File: src/rtl/dcef_regs.svh
// register offsets, field positions and reset values of the channel event block
`ifndef DCEF_REGS_SVH
`define DCEF_REGS_SVH
`define DCEF_OFF_FLAGS 4'h0
`define DCEF_OFF_MASK 4'h4
`define DCEF_OFF_ABORT 4'h8
`define DCEF_BIT_ERR 0
`define DCEF_BIT_ABORT 1
`define DCEF_BIT_CELL 2
`define DCEF_BIT_BLOCK 3
`define DCEF_BIT_HALF 4
`define DCEF_NFLAGS 5
`define DCEF_NCOND 3
`define DCEF_FLAGS_RST 5'h00
`define DCEF_MASK_RST 5'h00
`define DCEF_IRQNUM_RST 8'h00
`define DCEF_ABORT_EN_BIT 8
`endif

File: src/rtl/dcef_pkg.sv
// types shared by the channel event block
package dcef_pkg;
	typedef logic [4:0] dcef_flags_t; // one bit per event
	typedef logic [15:0] dcef_size_t; // byte counts and pointers
	typedef enum logic [0:0] {
		DCEF_BUS_IDLE = 1'b0, // no access in flight
		DCEF_BUS_ACK = 1'b1 // answer cycle
	} dcef_bus_e;
endpackage

File: src/rtl/dcef_rise_detect.sv
// turns match levels into one-cycle event pulses on their rising edge
`timescale 1ns/100ps
`default_nettype none
`include "dcef_regs.svh"
module dcef_rise_detect
	import dcef_pkg::*;
(
	input wire logic clock,
	input wire logic rst_n,
	input wire logic [`DCEF_NCOND-1:0] condLevel,
	output logic [`DCEF_NCOND-1:0] condPulse
);
	logic [`DCEF_NCOND-1:0] prevQ; // level seen last cycle

	// a condition that stays true fires only once, not every cycle
	genvar i;
	generate
		for (i = 0; i < `DCEF_NCOND; i++) begin : g_rise
			always_ff @(posedge clock) begin
				if (!rst_n) begin
					prevQ[i] <= 1'b0;
				end else begin
					prevQ[i] <= condLevel[i];
				end
			end
			assign condPulse[i] = condLevel[i] & ~prevQ[i];
		end
	endgenerate
endmodule
`default_nettype wire

File: src/rtl/dcef_channel_events.sv
// per-channel event flags of a dma channel with an avalon-mm register slave
// Overview of operation
// - half flag when pointer equals half size
// - block flag when bytes reach larger size
// - pattern match also sets block flag
// - cell flag when cell bytes are moved
// - matching irq aborts transfer, sets abort flag
// - address error flag on bad address
`timescale 1ns/100ps
`default_nettype none
`include "dcef_regs.svh"
module dcef_channel_events
	import dcef_pkg::*;
(
	input wire logic clock,
	input wire logic rst_n,
	input wire logic [3:0] avsAddress,
	input wire logic avsRead,
	input wire logic avsWrite,
	input wire logic [31:0] avsWritedata,
	input wire logic [3:0] avsByteenable,
	output logic [31:0] avsReaddata,
	output logic avsWaitrequest,
	input wire logic [15:0] dest_pointer,
	input wire logic [15:0] dest_size,
	input wire logic [15:0] source_size,
	input wire logic [15:0] cell_size,
	input wire logic [15:0] blockBytes,
	input wire logic [15:0] cellBytes,
	input wire logic channelBusy,
	input wire logic patternMatch,
	input wire logic irqSeen,
	input wire logic [7:0] irqNumber,
	input wire logic srcAddrErr,
	input wire logic dstAddrErr,
	output logic abortTransfer,
	output logic eventIrq
);
	dcef_flags_t flagsQ; // sticky event flags
	dcef_flags_t maskQ; // interrupt enables, same layout
	logic [7:0] abort_request_number; // irq that ends the transfer
	logic abortEnQ; // abort matching armed
	dcef_bus_e busQ; // bus answer state
	logic [31:0] rdDataQ; // read data for the answer cycle
	logic accWr; // write taking effect this edge
	logic [`DCEF_NCOND-1:0] condLevel; // match levels
	logic [`DCEF_NCOND-1:0] condPulse; // match rising edges
	dcef_flags_t setVec; // events of this cycle
	dcef_flags_t clrVec; // bits written zero this cycle
	dcef_size_t blockTarget; // larger of the two sizes
	logic abortHit; // matching irq while running
	dcef_flags_t maskNext; // mask as it stands after this edge

	// address decode shared by read and write paths
	function automatic logic isReg(input logic [3:0] a, input logic [3:0] off);
		isReg = (a == off);
	endfunction

	// one wait cycle per access, answer in the second
	assign avsWaitrequest = (avsRead | avsWrite) & (busQ == DCEF_BUS_IDLE);
	assign accWr = avsWrite & (busQ == DCEF_BUS_ACK);
	assign avsReaddata = rdDataQ;

	// bus state: idle -> ack -> idle
	always_ff @(posedge clock) begin
		if (!rst_n) begin
			busQ <= DCEF_BUS_IDLE;
		end else begin
			case (busQ)
				DCEF_BUS_IDLE: begin
					if (avsRead | avsWrite) begin
						busQ <= DCEF_BUS_ACK;
					end
				end
				DCEF_BUS_ACK: begin
					busQ <= DCEF_BUS_IDLE;
				end
				default: begin
					busQ <= DCEF_BUS_IDLE;
				end
			endcase
		end
	end

	// read data captured in the wait cycle so it stands at the answer edge
	always_ff @(posedge clock) begin
		if (!rst_n) begin
			rdDataQ <= 32'h0000_0000;
		end else if (avsRead & (busQ == DCEF_BUS_IDLE)) begin
			if (isReg(avsAddress, `DCEF_OFF_FLAGS)) begin
				rdDataQ <= {27'h000_0000, flagsQ};
			end else if (isReg(avsAddress, `DCEF_OFF_MASK)) begin
				rdDataQ <= {27'h000_0000, maskQ};
			end else if (isReg(avsAddress, `DCEF_OFF_ABORT)) begin
				rdDataQ <= {23'h00_0000, abortEnQ, abort_request_number};
			end else begin
				// unmapped reads as zero
				rdDataQ <= 32'h0000_0000;
			end
		end
	end

	// mask and abort selection written by software
	always_ff @(posedge clock) begin
		if (!rst_n) begin
			maskQ <= `DCEF_MASK_RST;
			abort_request_number <= `DCEF_IRQNUM_RST;
			abortEnQ <= 1'b0;
		end else if (accWr) begin
			if (isReg(avsAddress, `DCEF_OFF_MASK) && avsByteenable[0]) begin
				maskQ <= avsWritedata[`DCEF_NFLAGS-1:0];
			end
			if (isReg(avsAddress, `DCEF_OFF_ABORT)) begin
				if (avsByteenable[0]) begin
					abort_request_number <= avsWritedata[7:0];
				end
				if (avsByteenable[1]) begin
					abortEnQ <= avsWritedata[`DCEF_ABORT_EN_BIT];
				end
			end
		end
	end

	// next mask, so the interrupt follows a mask write at the same edge
	// without it a flag already pending would raise the line one cycle late
	always_comb begin
		maskNext = maskQ;
		if (accWr && isReg(avsAddress, `DCEF_OFF_MASK) && avsByteenable[0]) begin
			maskNext = avsWritedata[`DCEF_NFLAGS-1:0];
		end
	end

	// the block ends at whichever size is larger
	assign blockTarget = (source_size > dest_size) ? source_size : dest_size;

	// match levels, zero sizes never match
	always_comb begin
		condLevel = '0;
		condLevel[0] = (dest_size != 16'h0000) && (dest_pointer == (dest_size >> 1));
		condLevel[1] = (blockTarget != 16'h0000) && (blockBytes == blockTarget);
		condLevel[2] = (cell_size != 16'h0000) && (cellBytes == cell_size);
	end

	dcef_rise_detect u_rise (
		.clock(clock),
		.rst_n(rst_n),
		.condLevel(condLevel),
		.condPulse(condPulse)
	);

	// abort only while a transfer runs and matching is armed
	assign abortHit = irqSeen & abortEnQ & channelBusy & (irqNumber == abort_request_number);

	// collect this cycle's events
	always_comb begin
		setVec = '0;
		setVec[`DCEF_BIT_HALF] = condPulse[0];
		setVec[`DCEF_BIT_BLOCK] = condPulse[1] | patternMatch;
		setVec[`DCEF_BIT_CELL] = condPulse[2];
		setVec[`DCEF_BIT_ABORT] = abortHit;
		setVec[`DCEF_BIT_ERR] = srcAddrErr | dstAddrErr;
	end

	// a zero written to a flag clears it; ones leave it alone
	always_comb begin
		clrVec = '0;
		if (accWr && isReg(avsAddress, `DCEF_OFF_FLAGS) && avsByteenable[0]) begin
			clrVec = ~avsWritedata[`DCEF_NFLAGS-1:0];
		end
	end

	// sticky flags; an event in the clearing cycle wins so it is never lost
	always_ff @(posedge clock) begin
		if (!rst_n) begin
			flagsQ <= `DCEF_FLAGS_RST;
		end else begin
			flagsQ <= (flagsQ & ~clrVec) | setVec;
		end
	end

	// abort command to the sequencer, one cycle
	always_ff @(posedge clock) begin
		if (!rst_n) begin
			abortTransfer <= 1'b0;
		end else begin
			abortTransfer <= abortHit;
		end
	end

	// level interrupt, registered to keep the output glitch free
	always_ff @(posedge clock) begin
		if (!rst_n) begin
			eventIrq <= 1'b0;
		end else begin
			eventIrq <= |(((flagsQ & ~clrVec) | setVec) & maskNext);
		end
	end
endmodule
`default_nettype wire

File: config.mk
export PLATFORM = sky130hd
export DESIGN_NAME = dcef_channel_events
export DESIGN_NICKNAME = d
export VERILOG_FILES = /design/src/rtl/dcef_pkg.sv /design/src/rtl/dcef_rise_detect.sv /design/src/rtl/dcef_channel_events.sv
export VERILOG_INCLUDE_DIRS = /design/src /design/src/rtl
export SDC_FILE = /design/constraint.sdc
export NUM_CORES = 1
export LEC_CHECK = 0
export ABC_CLOCK_PERIOD_IN_PS = 2000
export BUFFER_PORTS_ARGS = -buffer_cell sky130_fd_sc_hd__buf_4
export CAP_MARGIN = 20
export CORE_ASPECT_RATIO = 0.6
export CORE_MARGIN = 10
export CORE_UTILIZATION = 40
export CTS_BUF_LIST = sky130_fd_sc_hd__clkbuf_16
export DETAILED_ROUTE_END_ITERATION = 6
export GPL_TIMING_DRIVEN = 0
export PLACE_DENSITY_LB_ADDON = 0.3
export REMOVE_ABC_BUFFERS = 1
export SYNTH_ARGS = -nofsm -noshare
export SYNTH_HDL_FRONTEND = slang
export SYNTH_SLANG_ARGS = --single-unit
File: constraint.sdc
create_clock -name clock -period 2 [get_ports clock]
set_input_delay 0.1 -clock clock [delete_from_list [all_inputs] [get_ports clock]]
set_output_delay 0.1 -clock clock [all_outputs]
set_load 0.01 [all_outputs]
==> out/results.ini, run 1 <==
[flow_run]
maxCapViolCount=0

[routing]
first_iter_violations=313
viasPerCell=5.383
vias=3429
drc=0
finalWirelength_um=12260
drt-wirelength-per-cell_um=19.24
antenna_left=0
drtPass1Iterations=5

[synthesis]
synth-seq-area-share_pct=22.68
synth-main-ff-cell=dfxtp_1
synth_edf_count=0
yosys.area.top_type=dfxtp_1
syn_area_per_cell_sq_um=7.920
synth.area.top_cells=dfxtp_1 23%, xnor2_1 12%, ha_1 6.7%
synthDistinctLibCells=46
synthDominantCellAreaShare_pct=22.68
ys_ff_latch=34
synthTopCellsByCount=40 x xnor2_1, 34 x dfxtp_1, 33 x nor2_1, 24 x inv_1, 24 x nand4_1
syn_area_sq_mm=0.003002
yosysWarnings=0
synth_cells=379
async_reset_ff_share_pct=0
synth_most_common_cell=xnor2_1

[clock_network]
ctsHoldBuffers=0
cts.reportedPaths.clkPinSlew_ns=0.05
clock-sinks=34
cts_tree=yes
cts_buffers=5
clk_latency_ns=0.28
ctsHtreeMaxLevel=2
cts_buffer_depth=2
cts-root-buf=clkbuf_16

[worst_setup_path]
critPathCaptureType=register
startpoint_type=primary input
worstPathMaxFanout=7
timing.rr.start=busQ
critical_path.reg2reg.endpoint=eventIrq
cp.arrival_ns=2.27
r2r_cells=7
ff2ff_setup_slack_ns=0.06
crit_required_ns=2.19
worst-setup-path-type=in -> reg

[global_routing]
grt_pass1_wl_um=18230
grt_pass1_vias=3471
antenna_found_initial=0
grt_max_degree=32
grt.total_usage_pct=19.62
gr-total-overflow=0

[place]
port_buffers=139
hpwl_um=9702
placed_cell_area_sq_mm=0.004048
placedCellCount=613
place_congestion=1.000

[power]
ir_drop_uv=309.6
power_leakage_nw=1.990
power.density_mw_per_mm2=462.5

[sta]
hold_violations=0
setup_viol=3
holdWs_ns=0.05617
fin_crit_ns=2.087
slew_headroom_pct=29.88
grt_setup_unrepaired=yes
drv_slew=0
min_period_over_period_pct=104.4
clock_skew_ns=0.004824
max_slew.worst_pin.slew_ns=1.051
worst_slack_ns=-0.08738
max_clock_freq_mhz=479.1

[final_layout]
final_nets=701
diodes=0
area_delta_synth_final_pct=60.19
drive_above_1_share_pct=39.59
fin_area_sq_mm=0.004808
instances_no_fill=637

[min_path]
min_to=abortEnQ
worstHoldPathType=in -> reg
worstHoldStart=avsWritedata[8]
min_path_cells=3

[floorplanning]
row_count=24
fp.dieW_um=131.8
boundaryPins=188
initial_core_util_pct=41.31
die_area_sq_mm=0.01148
die_h_um=87.10
core_sq_mm=0.007267

[outcome]
violations=negative setup slack
outcome=finished with violations

==> report_power, final <==
| group | switching (W) | internal [W] |
|---|---|---|
| clock | 0.000281 | 0.000450 |
| combinational | 0.000381 | 0.000422 |
| sequential | 0.00000523 | 0.000684 |
| total | 0.000668 | 0.00156 |
==> metrics by stage <==
| step | TNS [ns] | setup WS, ns | utilization, % | power, W |
|---|---|---|---|---|
| 6_report | -0.1738 | -0.08738 | 66.17 | 0.002224 |
| 2_1_floorplan | -0.3043 | -0.1541 | - | 0.0009742 |
| 4_1_cts | -0.004644 | -0.004644 | 64.07 | 0.002167 |
| 3_3_place_gp | -1.922 | -0.6811 | 55.70 | 0.001297 |
| 3_5_place_dp | -2.043 | -0.7359 | 55.70 | 0.001310 |
| 5_1_grt | -0.3309 | -0.1555 | 66.17 | 0.002317 |
==> cells in the final DEF, fill, tap and decap left out, types with 2 or more instances in the layout <==
cell and count:
a2111o_1 2, a21oi_1 18, a21oi_2 3, a22oi_1 6, and2_1 3, and3_1 2, buf_4 129, buf_6 12
buf_8 13, clkbuf_16 5, conb_1 23, dfxtp_1 34, ha_4 15, inv_1 11, inv_2 5, inv_4 9
mux2i_1 14, nand2_1 13, nand2b_1 16, nand3_1 11, nand4_1 24, nor2_1 33, nor3_1 10, nor4_1 20
o211ai_1 2, o21ai_0 8, xnor2_1 40, xor2_1 19
==> critical path, stage by stage <==
cell and delay, ns:
buf_8 0.11, ha_4 0.27, nand4_1 0.23, or4_4 0.54, and2_4 0.24, mux2i_4 0.20
a211oi_2 0.32, nor4b_4 0.26
==> repair_timing <==
action	CTS	global route
buffers inserted	10	6
endpoints found under the setup margin	3	3
resized for setup	81	24
pin swaps	22	4
endpoints found under the hold margin	0	0
==> area by class of cell <==
class	count	area [sq um]
clock buffer	5	125.1
clock inverter	3	12.51
fill	598	2459
inverter	24	112.6
multi-input combinational	312	2429
sequential	34	680.7
tap	104	130.1
timing repair buffer	155	1319
==> cell families (layout without fill, tap and decap cells) <==
kind of cell | after synthesis | count (layout) | share of synthesized area [%]
other | 1 | 23 | 0.1249
xor gates and xnor gates | 59 | 59 | 17.22
and+or+nand+nor | 143 | 143 | 25.80
adders and majority gates | 16 | 16 | 6.669
buffers and inverters | 55 | 187 | 10.00
AOI/OAI and AO/OA | 55 | 55 | 12.13
DFF | 34 | 34 | 22.68
muxes | 16 | 16 | 5.377
==> how the worst max path moves through the flow <==
stage	from	to	slack [ns]	cells after the start
2_1_floorplan	dest_size[1]	flagsQ[3]	-0.15	10
3_3_place_gp	dest_size[7]	flagsQ[3]	-0.68	11
3_5_place_dp	dest_size[7]	u_rise.prevQ[1]	-0.74	11
4_1_cts	dest_size[1]	flagsQ[3]	-0.005	11
5_1_grt	dest_size[10]	flagsQ[3]	-0.16	10
6_report	source_size[10]	u_rise.prevQ[1]	-0.09	8
==> layer usage <==
layer	share of wire [%]	global-route usage (%)	routed length [um]
met1	43	25.31	5234
met2	47	32.63	5728
met3	9.7	5.703	1188
met4	0.84	2.714	103
met5	0	0	0
==> sequential cells by signal, summed over array words and instances (netlist names) <==
register	cells
abortEnQ	1
abortTransfer	1
abort_request_number	8
avsReaddata	9
busQ	1
eventIrq	1
flagsQ	5
maskQ	5
u_rise.prevQ	3
Power figures use the tool's default switching activity.
==> run 2, diff against run 1 <==
- TNS_END_PERCENT: unset -> 1
==> out/results.ini, run 2 (same netlist as run 1, synthesis figures left out) <==
[outcome]
violations=negative setup slack
outcome=finished with violations

[place]
hpwl_um=9702
port_buffers=139
place_congestion=1.000
post-place-ws_ns=-0.7359

[sta]
hold_violations=0
max_clock_freq_mhz=483.4
clock_skew_ns=0.004814
min_period_over_period_pct=103.4
grt_setup_unrepaired=yes
max_slew.worst_pin.slew_ns=1.019
worst_slack_ns=-0.06889
slew_headroom_pct=31.99
drv_slew=0
setup_viol=3
fin_crit_ns=2.069

[floorplanning]
core_sq_mm=0.007267
initial_core_util_pct=41.31
row_count=24
fp.dieW_um=131.8
boundaryPins=188
die_area_sq_mm=0.01148
die_h_um=87.10

[worst_setup_path]
max_stage_delay_ns=0.63
worst_path_max_delay_cell=or4_4
critPathCaptureType=register
timing.rr.start=busQ
crit_required_ns=2.18
ff2ff_setup_slack_ns=0.06
cp.arrival_ns=2.25
worstPathMaxFanout=7
r2r_cells=7
path_cells=buf_8 > inv_4 > ha_4 > nand4_4 > or4_4 > and2_4 > mux2i_2 > a211oi_2 > nor4b_2
worst-setup-path-type=in -> reg
critical_path.reg2reg.endpoint=eventIrq
startpoint_type=primary input

[routing]
viasPerCell=5.350
drtPass1Iterations=5
finalWirelength_um=12130
drc=0
antenna_left=0
first_iter_violations=227
drt-wirelength-per-cell_um=19.22
vias=3376

[final_layout]
area_delta_synth_final_pct=56.52
n_fill_cell=621
final_common_cell=buf_4
drive_above_1_share_pct=38.52
largest_reg_flops=9
diodes=0
final_cell_mix=127 x buf_4, 40 x xnor2_1, 34 x dfxtp_1, 33 x nor2_1, 24 x nand4_1
final_nets=695

[global_routing]
grt_max_degree=32
antenna_found_initial=0
gr-total-overflow=0
grt.total_usage_pct=19.62
grt_pass1_vias=3471
grt_pass1_wl_um=18230

[clock_network]
clock-sinks=34
cts_buffer_depth=2
cts_buffers=5
cts-root-buf=clkbuf_16
cts_tree=yes
clk_latency_ns=0.28
cts.reportedPaths.clkPinSlew_ns=0.05
ctsHtreeMaxLevel=2

[min_path]
min_path_cells=3
worstHoldStart=avsWritedata[8]
min_to=abortEnQ
worstHoldPathType=in -> reg

[power]
ir_drop_uv=307.8
power_leakage_nw=1.948
power.density_mw_per_mm2=466.8
total_power_w=0.002193

[flow_run]
maxCapViolCount=0

==> run 2: worst max-delay path by stage <==
stage,start,endpoint,slack [ns]
final,dest_size[13],u_rise.prevQ[1],-0.07
after global placement,dest_size[7],flagsQ[3],-0.68
after floorplan,dest_size[1],flagsQ[3],-0.15
after detailed placement,dest_size[7],u_rise.prevQ[1],-0.74
after CTS,dest_size[1],flagsQ[3],-0.005
after global routing,dest_size[13],flagsQ[3],-0.15
==> run 2: repair_timing <==
action / CTS / global route
resized for setup: 81 / 11
hold endpoints to repair: 0 / 0
setup buffers: 10 / 0
pin swaps: 22 / 2
hold buffers: 0 / 0
endpoints found under the setup margin: 3 / 3
==> run 2: critical path, delay by kind of cell <==
kind,cells,cell delay (ns)
adders and majority gates,1,0.27
AOI/OAI and AO/OA,1,0.30
and+or+nand+nor,4,1.29
muxes,1,0.17
buffers and inverters,2,0.12
==> run 2: through the flow <==
stage | util, % | hold WS (ns) | setup TNS (ns) | cell area (sq um) | std cells
2_1_floorplan | - | 0.2146 | -0.3043 | 2874 | 370
3_3_place_gp | 55.70 | 0.3394 | -1.922 | 4048 | 613
3_5_place_dp | 55.70 | 0.3402 | -2.043 | 4048 | 613
4_1_cts | 64.07 | 0.05819 | -0.004644 | 4656 | 631
5_1_grt | 64.65 | 0.07005 | -0.3150 | 4698 | 631
6_report | 64.65 | 0.05690 | -0.1310 | 4698 | 631
==> run 2: final cells by class <==
cell class	count	area, sq um	share of cell area, %
clock buffers	5	125.1	2.663
clock inverters	3	12.51	0.2663
inverters	24	110.1	2.344
multi-input cells	312	2396	51.00
flip-flops and latches	34	680.7	14.49
well taps	104	130.1	2.770
repair buffers	149	1244	26.47
==> run 2: where the power goes <==
part           internal [W]  switching, W  leakage (nW)
registers          0.000685    0.00000523         0.275
logic              0.000404      0.000373          1.60
clock network      0.000449      0.000278        0.0724
==> run 2: layer usage <==
metal,part of all wire (%),up-vias,global-route usage [%]
met5,0,-,0
met4,0.75,0,2.714
met3,9.6,17,5.703
met2,46,176,32.63
met1,43,1575,25.31
li1,-,1608,-
